[src/verilog/formatter_regs.vh]
// Purpose: Register map, codes and record layout of the legacy formatter
// Assumes: Included by both design files
// Notes:   Definitions only
`ifndef FORMATTER_REGS_VH
`define FORMATTER_REGS_VH
// ----------------------------------------
// Register offsets
// ----------------------------------------
`define A_ASSIGN 8'h00
`define A_QCH    8'h04
`define A_CUR    8'h08
`define A_VOLT   8'h0c
`define A_GAIN   8'h10
`define A_WIRE   8'h14
`define A_GROUP  8'h18
`define A_AUTO   8'h1c
`define A_STAT   8'h20
`define A_ACT    8'h24
`define A_L2     8'h28
`define A_L3     8'h2c
`define A_L7     8'h30
`define A_L8     8'h34
`define A_L15    8'h38
// ----------------------------------------
// Field positions
// ----------------------------------------
`define F_CH     3:0
`define F_ITEM   13:8
`define F_ELEM   18:16
`define F_SPAN   4:0
`define F_GAIN   26:0
`define F_WIRE   2:0
`define F_GRP    1:0
`define F_MODEB  8
`define F_CAUTO  0
`define F_VAUTO  1
`define F_MODE   5:4
`define F_ERR    0
`define F_RPT    16
`define F_BUSY   17
`define ACT_REC  0
`define ACT_NAT  1
`define ACT_ALT  2
// ----------------------------------------
// Codes and limits
// ----------------------------------------
`define CH_MIN     4'd1
`define CH_MAX     4'd14
`define IT_NONE    6'd0
`define IT_V       6'd1
`define IT_A       6'd2
`define IT_W       6'd3
`define IT_VAR     6'd4
`define IT_VA      6'd5
`define IT_PF      6'd6
`define IT_FRQ     6'd7
`define IT_FCUR    6'd8
`define IT_WH      6'd9
`define IT_AH      6'd10
`define IT_DEG     6'd11
`define IT_VPK     6'd12
`define IT_APK     6'd13
`define IT_CALC    6'd14
`define IT_ETIME   6'd15
`define IT_WHP     6'd24
`define IT_WHN     6'd25
`define IT_AHP     6'd26
`define IT_AHN     6'd27
`define IT_MOT_LO  6'd29
`define IT_MOT_HI  6'd35
`define EL_1       3'd1
`define EL_2       3'd2
`define EL_SUM     3'd4
`define CUR_LO     5'd4
`define CUR_HI     5'd9
`define SEN_LO     5'd18
`define SEN_HI     5'd23
`define VOLT_LO    5'd3
`define VOLT_HI    5'd10
`define WIRE_3P4W  3'd1
`define WIRE_3V3A  3'd4
`define GAIN_MIN0  27'd9000
`define GAIN_MIN1  27'd1000
`define GAIN_MAX   27'd100000000
`define K_DEF      32'd10000
`define MODE_MAX   2'd2
`define GRP_LEGACY 2'd2
`define ERR_PARAM  8'd12
`define ERR_CMD    8'd11
// ----------------------------------------
// Reset values
// ----------------------------------------
`define CUR_RST    5'd9
`define VOLT_RST   5'd10
`define GAIN_RST   27'd10000
`define WIRE_RST   3'd0
`define GRP_RST    2'd0
// ----------------------------------------
// Record layout (byte positions)
// ----------------------------------------
`define P_STATE    5'd7
`define P_UNIT     5'd8
`define P_HEND     5'd11
`define P_SIGN     5'd12
`define P_MANT     5'd13
`define P_EXPE     5'd21
`define P_SEP      5'd24
`define LAST_CH    2'd2
`endif

[src/verilog/legacy_command_output_formatter.v]
// Purpose: Legacy command interpreter and measurement record formatter
// Assumes: Commands arrive as register writes from a host-side front end
// Notes:   Straps come from logic on sys_clk; measured data must hold
//          stable while a record is being sent
`timescale 1ns/1ns
`default_nettype none
`include "formatter_regs.vh"
// How it works
// - Assignment gives channel 1-14, item, element; one stored per channel.
// - Items 0-7 and 11-14 always decode as basic quantities.
// - Items 9, 10, 15, 24-27 accepted only with the integration option.
// - Items 29-35 accepted only with the motor option.
// - Elements 1-3 and sum 4; element 2 needs four-wire; no sum for peaks.
// - Items 0, 7, 14, 15, 29-35 accept any element code 1-4.
// - Setup report captures lines 2, 3, 7, 8 and 15 for reading.
// - Setup report shows element 1 values.
// - Native setup report is rejected in the legacy group.
// - Current codes 4-9 direct, 18-23 sensor ranges with sensor option.
// - Current range set for all elements; mismatch on query raises 12.
// - Voltage codes 3-10 set for all elements at once.
// - Sensor gain one value; lower bound by revision, upper 100000000.
// - Wiring codes 0-4; codes 1 and 4 need the four-wire model.
// - Records need mode B and send channels 1 to 3 assignments.
// - Each field is 12 header bytes, 12 data bytes, comma separated.
// - Header bytes 1-2 carry DA, DB or DC.
// - Header bytes 3-4 carry type code; frequency splits into 7 or 8.
// - Channel 2 with type 15 sends DB4 in the first four bytes.
// - Bytes 5-6 carry EA, EB or EC; byte 7 the element digit.
// - Byte 8 is N, I or O for the data state.
// - Data is sign, mantissa up to seven digits, then exponent.
module legacy_command_output_formatter (
  // Clock and reset
  input  wire        sys_clk,
  input  wire        rst_n,
  // Register port
  input  wire [7:0]  regAddr,
  input  wire [31:0] regWrData,
  input  wire        regWrite,
  input  wire        regRead,
  output reg  [31:0] regRdData,
  // Model straps
  input  wire        integOption,
  input  wire        motorOption,
  input  wire        sensorOption,
  input  wire        fourWireModel,
  input  wire        romRev201,
  // Measured data, channels 1 to 3
  input  wire [2:0]  measSign,
  input  wire [83:0] measDigits,
  input  wire [8:0]  measPoint,
  input  wire [5:0]  measExp,
  input  wire [5:0]  measState,
  input  wire [2:0]  measFreqCur,
  // Record byte stream
  output reg  [7:0]  outByte,
  output reg         outValid,
  output reg         outLast,
  input  wire        outReady,
  // Status
  output reg         errFlag
);
  // ----------------------------------------
  // Decode functions
  // ----------------------------------------
  // Item code allowed for this model
  function itemOk;
    input [5:0] it;
    input       integ;
    input       motor;
    begin
      if (it <= `IT_FRQ || (it >= `IT_DEG && it <= `IT_CALC))
        itemOk = 1'b1;
      else if (it == `IT_WH || it == `IT_AH || it == `IT_ETIME ||
               (it >= `IT_WHP && it <= `IT_AHN))
        itemOk = integ;
      else if (it >= `IT_MOT_LO && it <= `IT_MOT_HI)
        itemOk = motor;
      else
        itemOk = 1'b0;
    end
  endfunction

  // Element code allowed for this item and model
  function elemOk;
    input [5:0] it;
    input [2:0] el;
    input       four;
    begin
      if (el < `EL_1 || el > `EL_SUM)
        elemOk = 1'b0;
      else if (it == `IT_NONE || it == `IT_FRQ || it == `IT_CALC ||
               it == `IT_ETIME || (it >= `IT_MOT_LO && it <= `IT_MOT_HI))
        elemOk = 1'b1;
      else if (el == `EL_2 && !four)
        elemOk = 1'b0;
      else if (el == `EL_SUM && (it == `IT_VPK || it == `IT_APK))
        elemOk = 1'b0;
      else
        elemOk = 1'b1;
    end
  endfunction

  // ----------------------------------------
  // State
  // ----------------------------------------
  localparam ST_IDLE = 1'b0;
  localparam ST_SEND = 1'b1;

  reg [5:0]  assignItem [0:13];
  reg [2:0]  assignElem [0:13];
  reg [4:0]  curSpan    [0:2];
  reg [4:0]  voltSpan   [0:2];
  reg [3:0]  queryCh_reg;
  reg [26:0] gain_reg;
  reg [2:0]  wiring_reg;
  reg [1:0]  group_reg;
  reg        modeB_reg;
  reg        curAuto_reg;
  reg        voltAuto_reg;
  reg [1:0]  measMode_reg;
  reg [7:0]  errCode_reg;
  reg        reportReady_reg;
  reg [31:0] snapL2_reg;
  reg [31:0] snapL3_reg;
  reg [31:0] snapL7_reg;
  reg [31:0] snapL8_reg;
  reg [31:0] snapL15_reg;
  reg        state_reg;
  reg [1:0]  chIdx_reg;
  reg [4:0]  pos_reg;
  integer    i;

  // Write decode results
  reg        errSet;
  reg [7:0]  errSetCode;
  reg        doAssign;
  reg        doCur;
  reg        doVolt;
  reg        doGain;
  reg        doWire;
  reg        doAuto;
  reg        doSnap;
  reg        doRecord;
  reg [31:0] rdNext;

  wire [3:0]  wCh   = regWrData[`F_CH];
  wire [5:0]  wItem = regWrData[`F_ITEM];
  wire [2:0]  wElem = regWrData[`F_ELEM];
  wire [4:0]  wSpan = regWrData[`F_SPAN];
  wire [26:0] wGain = regWrData[`F_GAIN];
  wire [2:0]  wWire = regWrData[`F_WIRE];
  wire [26:0] gainMin = romRev201 ? `GAIN_MIN1 : `GAIN_MIN0;
  wire        legacy = (group_reg == `GRP_LEGACY);
  wire        curSame = (curSpan[0] == curSpan[1]) && (curSpan[1] == curSpan[2]);
  wire        voltSame = (voltSpan[0] == voltSpan[1]) && (voltSpan[1] == voltSpan[2]);
  wire [3:0]  qIdx = queryCh_reg - `CH_MIN;

  // ----------------------------------------
  // Command decode
  // ----------------------------------------
  // Each command except the group and status writes checks its parameter before anything is stored
  always @* begin
    errSet = 1'b0;
    errSetCode = `ERR_PARAM;
    doAssign = 1'b0;
    doCur = 1'b0;
    doVolt = 1'b0;
    doGain = 1'b0;
    doWire = 1'b0;
    doAuto = 1'b0;
    doSnap = 1'b0;
    doRecord = 1'b0;
    if (regWrite) begin
      if (regAddr == `A_ASSIGN) begin
        if (wCh >= `CH_MIN && wCh <= `CH_MAX &&
            itemOk(wItem, integOption, motorOption) &&
            elemOk(wItem, wElem, fourWireModel))
          doAssign = 1'b1;
        else
          errSet = 1'b1;
      end else if (regAddr == `A_QCH) begin
        errSet = !(wCh >= `CH_MIN && wCh <= `CH_MAX);
      end else if (regAddr == `A_CUR) begin
        if ((wSpan >= `CUR_LO && wSpan <= `CUR_HI) ||
            (sensorOption && wSpan >= `SEN_LO && wSpan <= `SEN_HI))
          doCur = 1'b1;
        else
          errSet = 1'b1;
      end else if (regAddr == `A_VOLT) begin
        doVolt = (wSpan >= `VOLT_LO && wSpan <= `VOLT_HI);
        errSet = !doVolt;
      end else if (regAddr == `A_GAIN) begin
        doGain = (regWrData[31:27] == 5'd0) && (wGain >= gainMin) &&
                 (wGain <= `GAIN_MAX);
        errSet = !doGain;
      end else if (regAddr == `A_WIRE) begin
        doWire = (wWire <= `WIRE_3V3A) && (fourWireModel ||
                 (wWire != `WIRE_3P4W && wWire != `WIRE_3V3A));
        errSet = !doWire;
      end else if (regAddr == `A_AUTO) begin
        doAuto = (regWrData[`F_MODE] <= `MODE_MAX);
        errSet = !doAuto;
      end else if (regAddr == `A_ACT) begin
        if (regWrData[`ACT_REC]) begin
          // Records only in the legacy group with mode B, one at a time
          doRecord = legacy && modeB_reg && (state_reg == ST_IDLE);
          errSet = !doRecord;
          errSetCode = `ERR_CMD;
        end else if (regWrData[`ACT_NAT]) begin
          doSnap = !legacy;
          errSet = legacy;
          errSetCode = `ERR_CMD;
        end else if (regWrData[`ACT_ALT]) begin
          doSnap = 1'b1;
        end
      end
    end else if (regRead) begin
      // Range queries fail when elements disagree
      if (regAddr == `A_CUR && !curSame) errSet = 1'b1;
      if (regAddr == `A_VOLT && !voltSame) errSet = 1'b1;
    end
  end

  // ----------------------------------------
  // Read mux
  // ----------------------------------------
  always @* begin
    rdNext = 32'h0000_0000;
    if (regAddr == `A_ASSIGN) begin
      rdNext[`F_CH] = queryCh_reg;
      rdNext[`F_ITEM] = assignItem[qIdx];
      rdNext[`F_ELEM] = assignElem[qIdx];
    end else if (regAddr == `A_QCH) rdNext[`F_CH] = queryCh_reg;
    else if (regAddr == `A_CUR) rdNext[`F_SPAN] = curSpan[0];
    else if (regAddr == `A_VOLT) rdNext[`F_SPAN] = voltSpan[0];
    else if (regAddr == `A_GAIN) rdNext[`F_GAIN] = gain_reg;
    else if (regAddr == `A_WIRE) rdNext[`F_WIRE] = wiring_reg;
    else if (regAddr == `A_GROUP) begin
      rdNext[`F_GRP] = group_reg;
      rdNext[`F_MODEB] = modeB_reg;
    end else if (regAddr == `A_AUTO) begin
      rdNext[`F_CAUTO] = curAuto_reg;
      rdNext[`F_VAUTO] = voltAuto_reg;
      rdNext[`F_MODE] = measMode_reg;
    end else if (regAddr == `A_STAT) begin
      rdNext[`F_ERR] = errFlag;
      rdNext[15:8] = errCode_reg;
      rdNext[`F_RPT] = reportReady_reg;
      rdNext[`F_BUSY] = state_reg;
    end else if (regAddr == `A_L2) rdNext = snapL2_reg;
    else if (regAddr == `A_L3) rdNext = snapL3_reg;
    else if (regAddr == `A_L7) rdNext = snapL7_reg;
    else if (regAddr == `A_L8) rdNext = snapL8_reg;
    else if (regAddr == `A_L15) rdNext = snapL15_reg;
  end

  // ----------------------------------------
  // Settings and status
  // ----------------------------------------
  // Spans go to all three elements at once
  always @(posedge sys_clk or negedge rst_n) begin
    if (!rst_n) begin
      for (i = 0; i < 14; i = i + 1) begin
        assignItem[i] <= `IT_NONE;
        assignElem[i] <= `EL_1;
      end
      for (i = 0; i < 3; i = i + 1) begin
        curSpan[i] <= `CUR_RST;
        voltSpan[i] <= `VOLT_RST;
      end
      queryCh_reg <= `CH_MIN;
      gain_reg <= `GAIN_RST;
      wiring_reg <= `WIRE_RST;
      group_reg <= `GRP_RST;
      modeB_reg <= 1'b0;
      curAuto_reg <= 1'b0;
      voltAuto_reg <= 1'b0;
      measMode_reg <= 2'd0;
      regRdData <= 32'h0000_0000;
    end else begin
      regRdData <= regRead ? rdNext : 32'h0000_0000;
      if (doAssign) begin
        assignItem[wCh - `CH_MIN] <= wItem;
        assignElem[wCh - `CH_MIN] <= wElem;
      end
      if (regWrite && regAddr == `A_QCH && !errSet) queryCh_reg <= wCh;
      for (i = 0; i < 3; i = i + 1) begin
        if (doCur) curSpan[i] <= wSpan;
        if (doVolt) voltSpan[i] <= wSpan;
      end
      if (doGain) gain_reg <= wGain;
      if (doWire) wiring_reg <= wWire;
      if (regWrite && regAddr == `A_GROUP) begin
        group_reg <= regWrData[`F_GRP];
        modeB_reg <= regWrData[`F_MODEB];
      end
      if (doAuto) begin
        curAuto_reg <= regWrData[`F_CAUTO];
        voltAuto_reg <= regWrData[`F_VAUTO];
        measMode_reg <= regWrData[`F_MODE];
      end
    end
  end

  // Error flag and report snapshot; a new error beats a clear
  always @(posedge sys_clk or negedge rst_n) begin
    if (!rst_n) begin
      errFlag <= 1'b0;
      errCode_reg <= 8'h00;
      reportReady_reg <= 1'b0;
      snapL2_reg <= 32'h0000_0000;
      snapL3_reg <= 32'h0000_0000;
      snapL7_reg <= 32'h0000_0000;
      snapL8_reg <= 32'h0000_0000;
      snapL15_reg <= 32'h0000_0000;
    end else begin
      if (errSet) begin
        errFlag <= 1'b1;
        errCode_reg <= errSetCode;
      end else if (regWrite && regAddr == `A_STAT && regWrData[`F_ERR]) begin
        errFlag <= 1'b0;
      end
      if (doSnap) begin
        reportReady_reg <= 1'b1;
        // Element 1 stands for all elements
        snapL2_reg <= {23'd0, voltAuto_reg, 3'd0, voltSpan[0]};
        snapL3_reg <= {23'd0, curAuto_reg, 3'd0, curSpan[0]};
        snapL7_reg <= {30'd0, measMode_reg};
        snapL8_reg <= {5'd0, gain_reg};
        snapL15_reg <= {30'd0, group_reg};
      end else if (regWrite && regAddr == `A_STAT && regWrData[`F_RPT]) begin
        reportReady_reg <= 1'b0;
      end
    end
  end

  // ----------------------------------------
  // Record sequencer
  // ----------------------------------------
  wire [7:0] fieldByte;
  wire       lastByte = (chIdx_reg == `LAST_CH) && (pos_reg == `P_SEP - 5'd1);

  record_field_formatter fieldGen (
    .chIdx   (chIdx_reg),
    .pos     (pos_reg),
    .item    (assignItem[chIdx_reg]),
    .elem    (assignElem[chIdx_reg]),
    .freqCur (measFreqCur[chIdx_reg]),
    .sign    (measSign[chIdx_reg]),
    .digits  (measDigits[chIdx_reg * 28 +: 28]),
    .point   (measPoint[chIdx_reg * 3 +: 3]),
    .expCode (measExp[chIdx_reg * 2 +: 2]),
    .state   (measState[chIdx_reg * 2 +: 2]),
    .byteOut (fieldByte)
  );

  // One byte per accepted handshake; stalls while the sink is busy
  always @(posedge sys_clk or negedge rst_n) begin
    if (!rst_n) begin
      state_reg <= ST_IDLE;
      chIdx_reg <= 2'd0;
      pos_reg <= 5'd0;
      outByte <= 8'h00;
      outValid <= 1'b0;
      outLast <= 1'b0;
    end else begin
      if (outValid && outReady) begin
        outValid <= 1'b0;
        outLast <= 1'b0;
      end
      case (state_reg)
        ST_IDLE: begin
          if (doRecord) begin
            state_reg <= ST_SEND;
            chIdx_reg <= 2'd0;
            pos_reg <= 5'd0;
          end
        end
        ST_SEND: begin
          if (!outValid || outReady) begin
            outValid <= 1'b1;
            outLast <= lastByte;
            outByte <= (pos_reg == `P_SEP) ? 8'h2c : fieldByte;
            if (lastByte) begin
              state_reg <= ST_IDLE;
            end else if (pos_reg == `P_SEP) begin
              pos_reg <= 5'd0;
              chIdx_reg <= chIdx_reg + 2'd1;
            end else begin
              pos_reg <= pos_reg + 5'd1;
            end
          end
        end
        default: state_reg <= ST_IDLE;
      endcase
    end
  end
endmodule
`default_nettype wire

[src/verilog/record_field_formatter.v]
// Purpose: Byte generator for one channel field of a measurement record
// Assumes: Position 0..23 within the field, inputs stable while read
// Notes:   Purely combinational; the caller registers the byte
`timescale 1ns/1ns
`default_nettype none
`include "formatter_regs.vh"
module record_field_formatter (
  // Field selection
  input  wire [1:0]  chIdx,
  input  wire [4:0]  pos,
  input  wire [5:0]  item,
  input  wire [2:0]  elem,
  // Measured value
  input  wire        freqCur,
  input  wire        sign,
  input  wire [27:0] digits,
  input  wire [2:0]  point,
  input  wire [1:0]  expCode,
  input  wire [1:0]  state,
  // Result
  output reg  [7:0]  byteOut
);
  // ----------------------------------------
  // Helpers
  // ----------------------------------------
  // Unit text per item, three characters
  function [23:0] unitText;
    input [5:0] it;
    begin
      case (it)
        `IT_V:   unitText = 24'h562020;
        `IT_A:   unitText = 24'h412020;
        `IT_W:   unitText = 24'h572020;
        `IT_VAR: unitText = 24'h564152;
        `IT_VA:  unitText = 24'h564120;
        `IT_FRQ: unitText = 24'h485a20;
        `IT_WH:  unitText = 24'h576820;
        `IT_AH:  unitText = 24'h416820;
        `IT_DEG: unitText = 24'h444547;
        `IT_VPK: unitText = 24'h56706b;
        `IT_APK: unitText = 24'h41706b;
        `IT_WHP: unitText = 24'h57682b;
        `IT_WHN: unitText = 24'h57682d;
        `IT_AHP: unitText = 24'h41682b;
        `IT_AHN: unitText = 24'h41682d;
        default: unitText = 24'h202020;
      endcase
    end
  endfunction

  // Tens digit of a type code below 40
  function [7:0] tensChar;
    input [5:0] t;
    begin
      if (t < 6'd10) tensChar = 8'h30;
      else if (t < 6'd20) tensChar = 8'h31;
      else if (t < 6'd30) tensChar = 8'h32;
      else tensChar = 8'h33;
    end
  endfunction

  reg  [5:0]  dType;
  reg  [5:0]  tensVal;
  reg  [4:0]  j;
  reg  [2:0]  k;
  reg  [23:0] unit;
  reg  [3:0]  dig;
  wire [7:0]  chOff = {6'h00, chIdx};

  // ----------------------------------------
  // Byte select
  // ----------------------------------------
  always @* begin
    // Frequency splits by its source
    dType = (item == `IT_FRQ && freqCur) ? `IT_FCUR : item;
    tensVal = (dType < 6'd10) ? 6'd0 : (dType < 6'd20) ? 6'd10 :
              (dType < 6'd30) ? 6'd20 : 6'd30;
    unit = unitText(item);
    j = pos - `P_MANT;
    k = (j[2:0] <= point) ? j[2:0] : j[2:0] - 3'd1;
    dig = digits[27 - 4 * k -: 4];
    byteOut = 8'h20;
    case (pos)
      5'd0: byteOut = 8'h44;
      5'd1: byteOut = 8'h41 + chOff;
      5'd2: byteOut = tensChar(dType);
      5'd3: byteOut = 8'h30 + {2'b00, (dType - tensVal)};
      5'd4: byteOut = 8'h45;
      5'd5: byteOut = 8'h41 + chOff;
      5'd6: byteOut = 8'h30 + {5'd0, elem};
      `P_STATE: byteOut = (state == 2'd0) ? 8'h4e :
                          (state == 2'd2) ? 8'h4f : 8'h49;
      `P_UNIT: byteOut = unit[23:16];
      5'd9: byteOut = unit[15:8];
      5'd10: byteOut = unit[7:0];
      `P_HEND: byteOut = 8'h2c;
      `P_SIGN: byteOut = sign ? 8'h2d : 8'h20;
      `P_EXPE: byteOut = 8'h45;
      5'd22: byteOut = (expCode == 2'd0) ? 8'h2d : 8'h2b;
      5'd23: byteOut = (expCode == 2'd1) ? 8'h30 :
                       (expCode == 2'd3) ? 8'h36 : 8'h33;
      default: begin
        // Mantissa: seven digits with an optional point
        if (pos >= `P_MANT && pos < `P_EXPE) begin
          if (j[3:0] == point + 4'd1) byteOut = 8'h2e;
          else if (point < 3'd7 || j[2:0] < 3'd7) byteOut = 8'h30 + {4'h0, dig};
        end
      end
    endcase
    // Elapsed-time item on channel 2 uses a fixed tag
    if (chIdx == 2'd1 && dType == `IT_ETIME && pos < 5'd4) begin
      byteOut = (pos == 5'd0) ? 8'h44 : (pos == 5'd1) ? 8'h42 :
                (pos == 5'd2) ? 8'h34 : 8'h20;
    end
  end
endmodule
`default_nettype wire
[config.mk]
export PLATFORM = sky130hd
export DESIGN_NAME = legacy_command_output_formatter
export DESIGN_NICKNAME = d
export VERILOG_FILES = /design/src/verilog/legacy_command_output_formatter.v /design/src/verilog/record_field_formatter.v
export VERILOG_INCLUDE_DIRS = /design/src /design/src/verilog
export SDC_FILE = /design/constraint.sdc
export NUM_CORES = 1
export LEC_CHECK = 0
export CAP_MARGIN = 20
export CORE_MARGIN = 2
export CORE_UTILIZATION = 30
export DETAILED_ROUTE_END_ITERATION = 16
export DONT_BUFFER_PORTS = 1
export GPL_ROUTABILITY_DRIVEN = 0
export PLACE_DENSITY_LB_ADDON = 0.25
export SLEW_MARGIN = 10
export SYNTH_ARGS = -nofsm -noshare
export SYNTH_HDL_FRONTEND = slang
export SYNTH_SLANG_ARGS = --single-unit
[constraint.sdc]
create_clock -name sys_clk -period 6.4 [get_ports sys_clk]
set_input_delay 1.28 -clock sys_clk [delete_from_list [all_inputs] [get_ports sys_clk]]
set_output_delay 1.28 -clock sys_clk [all_outputs]
set_load 0.01 [all_outputs]
==> flow_metrics.tcl <==
set metrics [dict create \
    regArea_um2 6760 \
    cp_max_fo 19 \
    synth_area_um2 16100 \
    antenna_found_initial 5 \
    drtPass1Iterations 8 \
    grt_max_degree 270 \
    fin_crit_sh 0.853 \
    p_total_mw 3.77 \
    htreeDepth 1 \
    rsz0062_at_grt "false" \
    rr_worst_depth 15 \
    min_period_ns 5.46 \
    root_buffer "clkbuf_16" \
    num_rows 84 \
    ys_seq_area_frac 0.421 \
    syn-instance-count 1409 \
    clk-insertion-delay-late_ns 0.59 \
    drive_above_1_share 0.241 \
    portBuffers 0 \
    critical_path_required_ns 6.86 \
    synthToLayoutAreaGrowth_pct 10.1 \
    routed_via_density 5.59 \
    grt_pass1_wl_um 74400 \
    overflow 0 \
    r2r_slack_ns 0.94 \
    drc_errors 0 \
    critPathLaunchType "flip-flop" \
    core_area_um2 52800 \
    post-place-cells 2012 \
    path_class "flip-flop to flip-flop" \
    ctsResizeCount 0 \
    r2r-start "pos_reg[0]" \
    initial_utilization 0.305 \
    tightest_slew_ns 1.02 \
    cts_setup_buffers 0 \
    num_vias 11600 \
    final_common_cell "dfrtp_1" \
    timing.final.max_slew_violations 0 \
    hold_viol_final 0 \
    cp-end-kind "flip-flop" \
    finalSetupViolCount 0 \
    max-vdd-ir-drop_mv 0.204 \
    largest_reg_flops 84 \
    cellPowerDensity_nw_per_um2 213 \
    cp.arrival_ns 5.92 \
    final_cells 2075 \
    synth-edff-count 0 \
    yosysWarnings 0 \
    maxClockFrequency_mhz 183 \
    die_width_um 235 \
    wl_per_cell_um 23.3 \
    synth_area_per_cell_um2 11.4 \
    dpl_cell_area_um2 16600 \
    fin_worst_skew_ns 0.0236 \
    ys_types 91 \
    ctsHoldBuffers 0 \
    die_h_um 235 \
    fillers 5299 \
    r2r_end "outByte[1]" \
    boundaryPins 204 \
    grt_pass1_vias 11900 \
    max_slew_margin 0.318 \
    drtIter0Drc 969 \
    outcome "finished clean" \
    cts.sinks 269 \
    hpwlAfterDp_um 33500 \
    synthArstFlopShare 1.00 \
    power_leakage_nw 7.80 \
    clockBufferDepth 3 \
    yosysTopAreaCell "dfrtp_1" \
    routed_wirelength_um 48400 \
    final_antenna_net_count 0 \
    regMostFlops "assignItem" \
    multi_input_area_um2 8760 \
    synthFlopType "dfrtp_1" \
    dieArea_um2 55400 \
    reg_top3 "assignItem x84, assignElem x42" \
    path_clk_slew_ns 0.07 \
    yosysTopAreaCellShare 0.382 \
    cts_made_buffers 31 \
    yosys-top-cells-area "dfrtp_1 (38%), mux2_2 (8.5%), mux4_2 (6.2%), mux2_1 (4.9%), dfstp_2 (3.9%)" \
    hold_class "input port to async pin" \
    setup_tns_ns 0 \
    track_usage 0.170 \
    mostFrequentLayoutCells "dfrtp_1 (243), mux2_2 (121), nand2_1 (87)" \
    synth-seq-cells 269 \
    cts_tree "built" \
    final_util 0.335 \
    final_nets 1546 \
    cap_violations 0 \
    design_area_um2 17700 \
]
==> cell usage after synthesis (7+ instances only) <==
| cell type | instances |
|---|---|
| nor4_1 | 14 |
| mux4_2 | 44 |
| buf_2 | 24 |
| a222oi_1 | 12 |
| mux2_4 | 36 |
| a2111oi_0 | 7 |
| nor2_8 | 14 |
| nand2b_1 | 18 |
| or4_1 | 7 |
| o211ai_1 | 21 |
| nor2b_1 | 18 |
| dfstp_2 | 24 |
| buf_4 | 9 |
| nor2_1 | 76 |
| and2_1 | 7 |
| mux2_2 | 121 |
| mux2_1 | 70 |
| mux2i_1 | 40 |
| ha_1 | 27 |
| nor3_1 | 24 |
| a21oi_1 | 56 |
| o311ai_0 | 9 |
| xnor2_1 | 9 |
| dfrtp_1 | 245 |
| a22oi_1 | 18 |
| inv_1 | 26 |
| nand3_1 | 21 |
| nand4_1 | 13 |
| nand3b_1 | 9 |
| o221ai_1 | 7 |
| a31oi_1 | 7 |
| clkbuf_1 | 68 |
| and3_1 | 12 |
| or3_1 | 11 |
| a211oi_1 | 12 |
| xor2_1 | 10 |
| o21ai_0 | 44 |
| nand2_1 | 87 |
==> stage by stage <==
step / setup slack (ns) / hold slack, ns
3_3_place_gp: 0.902 / 0.457
4_1_cts: 1.03 / 0.358
3_5_place_dp: 0.777 / 0.461
6_report: 0.943 / 0.392
2_1_floorplan: 1.54 / 0.435
5_1_grt: 0.499 / 0.360
==> logic make-up after synthesis <==
group	share of synthesized area
flops	0.421
other cells	0.000233
buf+inv	0.0363
mux	0.254
compound gates	0.120
simple gates	0.136
xor+xnor	0.0104
fa+ha+maj	0.0229
==> how the worst max path moves through the flow <==
| stage | start | endpoint | slack, ns | depth (start not counted) |
|---|---|---|---|---|
| detailed placement | measPoint[7] | outByte[1] | 0.78 | 14 |
| finish | pos_reg[0] | outByte[1] | 0.94 | 15 |
| global route | pos_reg[0] | outByte[1] | 0.50 | 15 |
| global placement | measPoint[8] | outByte[1] | 0.90 | 14 |
| floorplan | measPoint[7] | outByte[1] | 1.54 | 15 |
| CTS | pos_reg[0] | outByte[1] | 1.03 | 15 |
==> report_power, final <==
group	internal [mW]	switching, mW
Sequential	1.72	0.0143
Clock	1.07	0.766
Combinational	0.0805	0.118
Total	2.87	0.898
==> area by class of cell <==
class	count	share of cell area
Timing Repair Buffer	17	0.00792
Inverter	27	0.00573
Clock buffer	39	0.0484
Multi-Input combinational cell	1011	0.495
Antenna cell	5	0.000707
Clock inverter	19	0.0112
Sequential cell	269	0.382
Tap cell	688	0.0487
==> worst max-delay path: stages (launching register included) <==
cell and delay [ns]:
dfrtp_1 0.60, inv_1 0.24, ha_1 0.26, xor2_1 0.47, inv_1 0.10, ha_1 0.38
or3b_2 0.48, o311a_1 0.17, nand3_2 0.24, inv_2 0.17, ha_1 0.75, mux4_2 0.42
mux2_2 0.29, a2111oi_0 0.48, a311o_1 0.21, a21oi_1 0.07
==> per-layer routing <==
metal | global-route usage | vias up | wire (um)
met5 | 0 | - | 0
met4 | 0.0564 | 0 | 1340
met3 | 0.0437 | 87 | 3910
met2 | 0.287 | 441 | 23100
met1 | 0.212 | 5855 | 20000
li1 | - | 5217 | -
No activity file was read; power rests on OpenSTA's default activity.
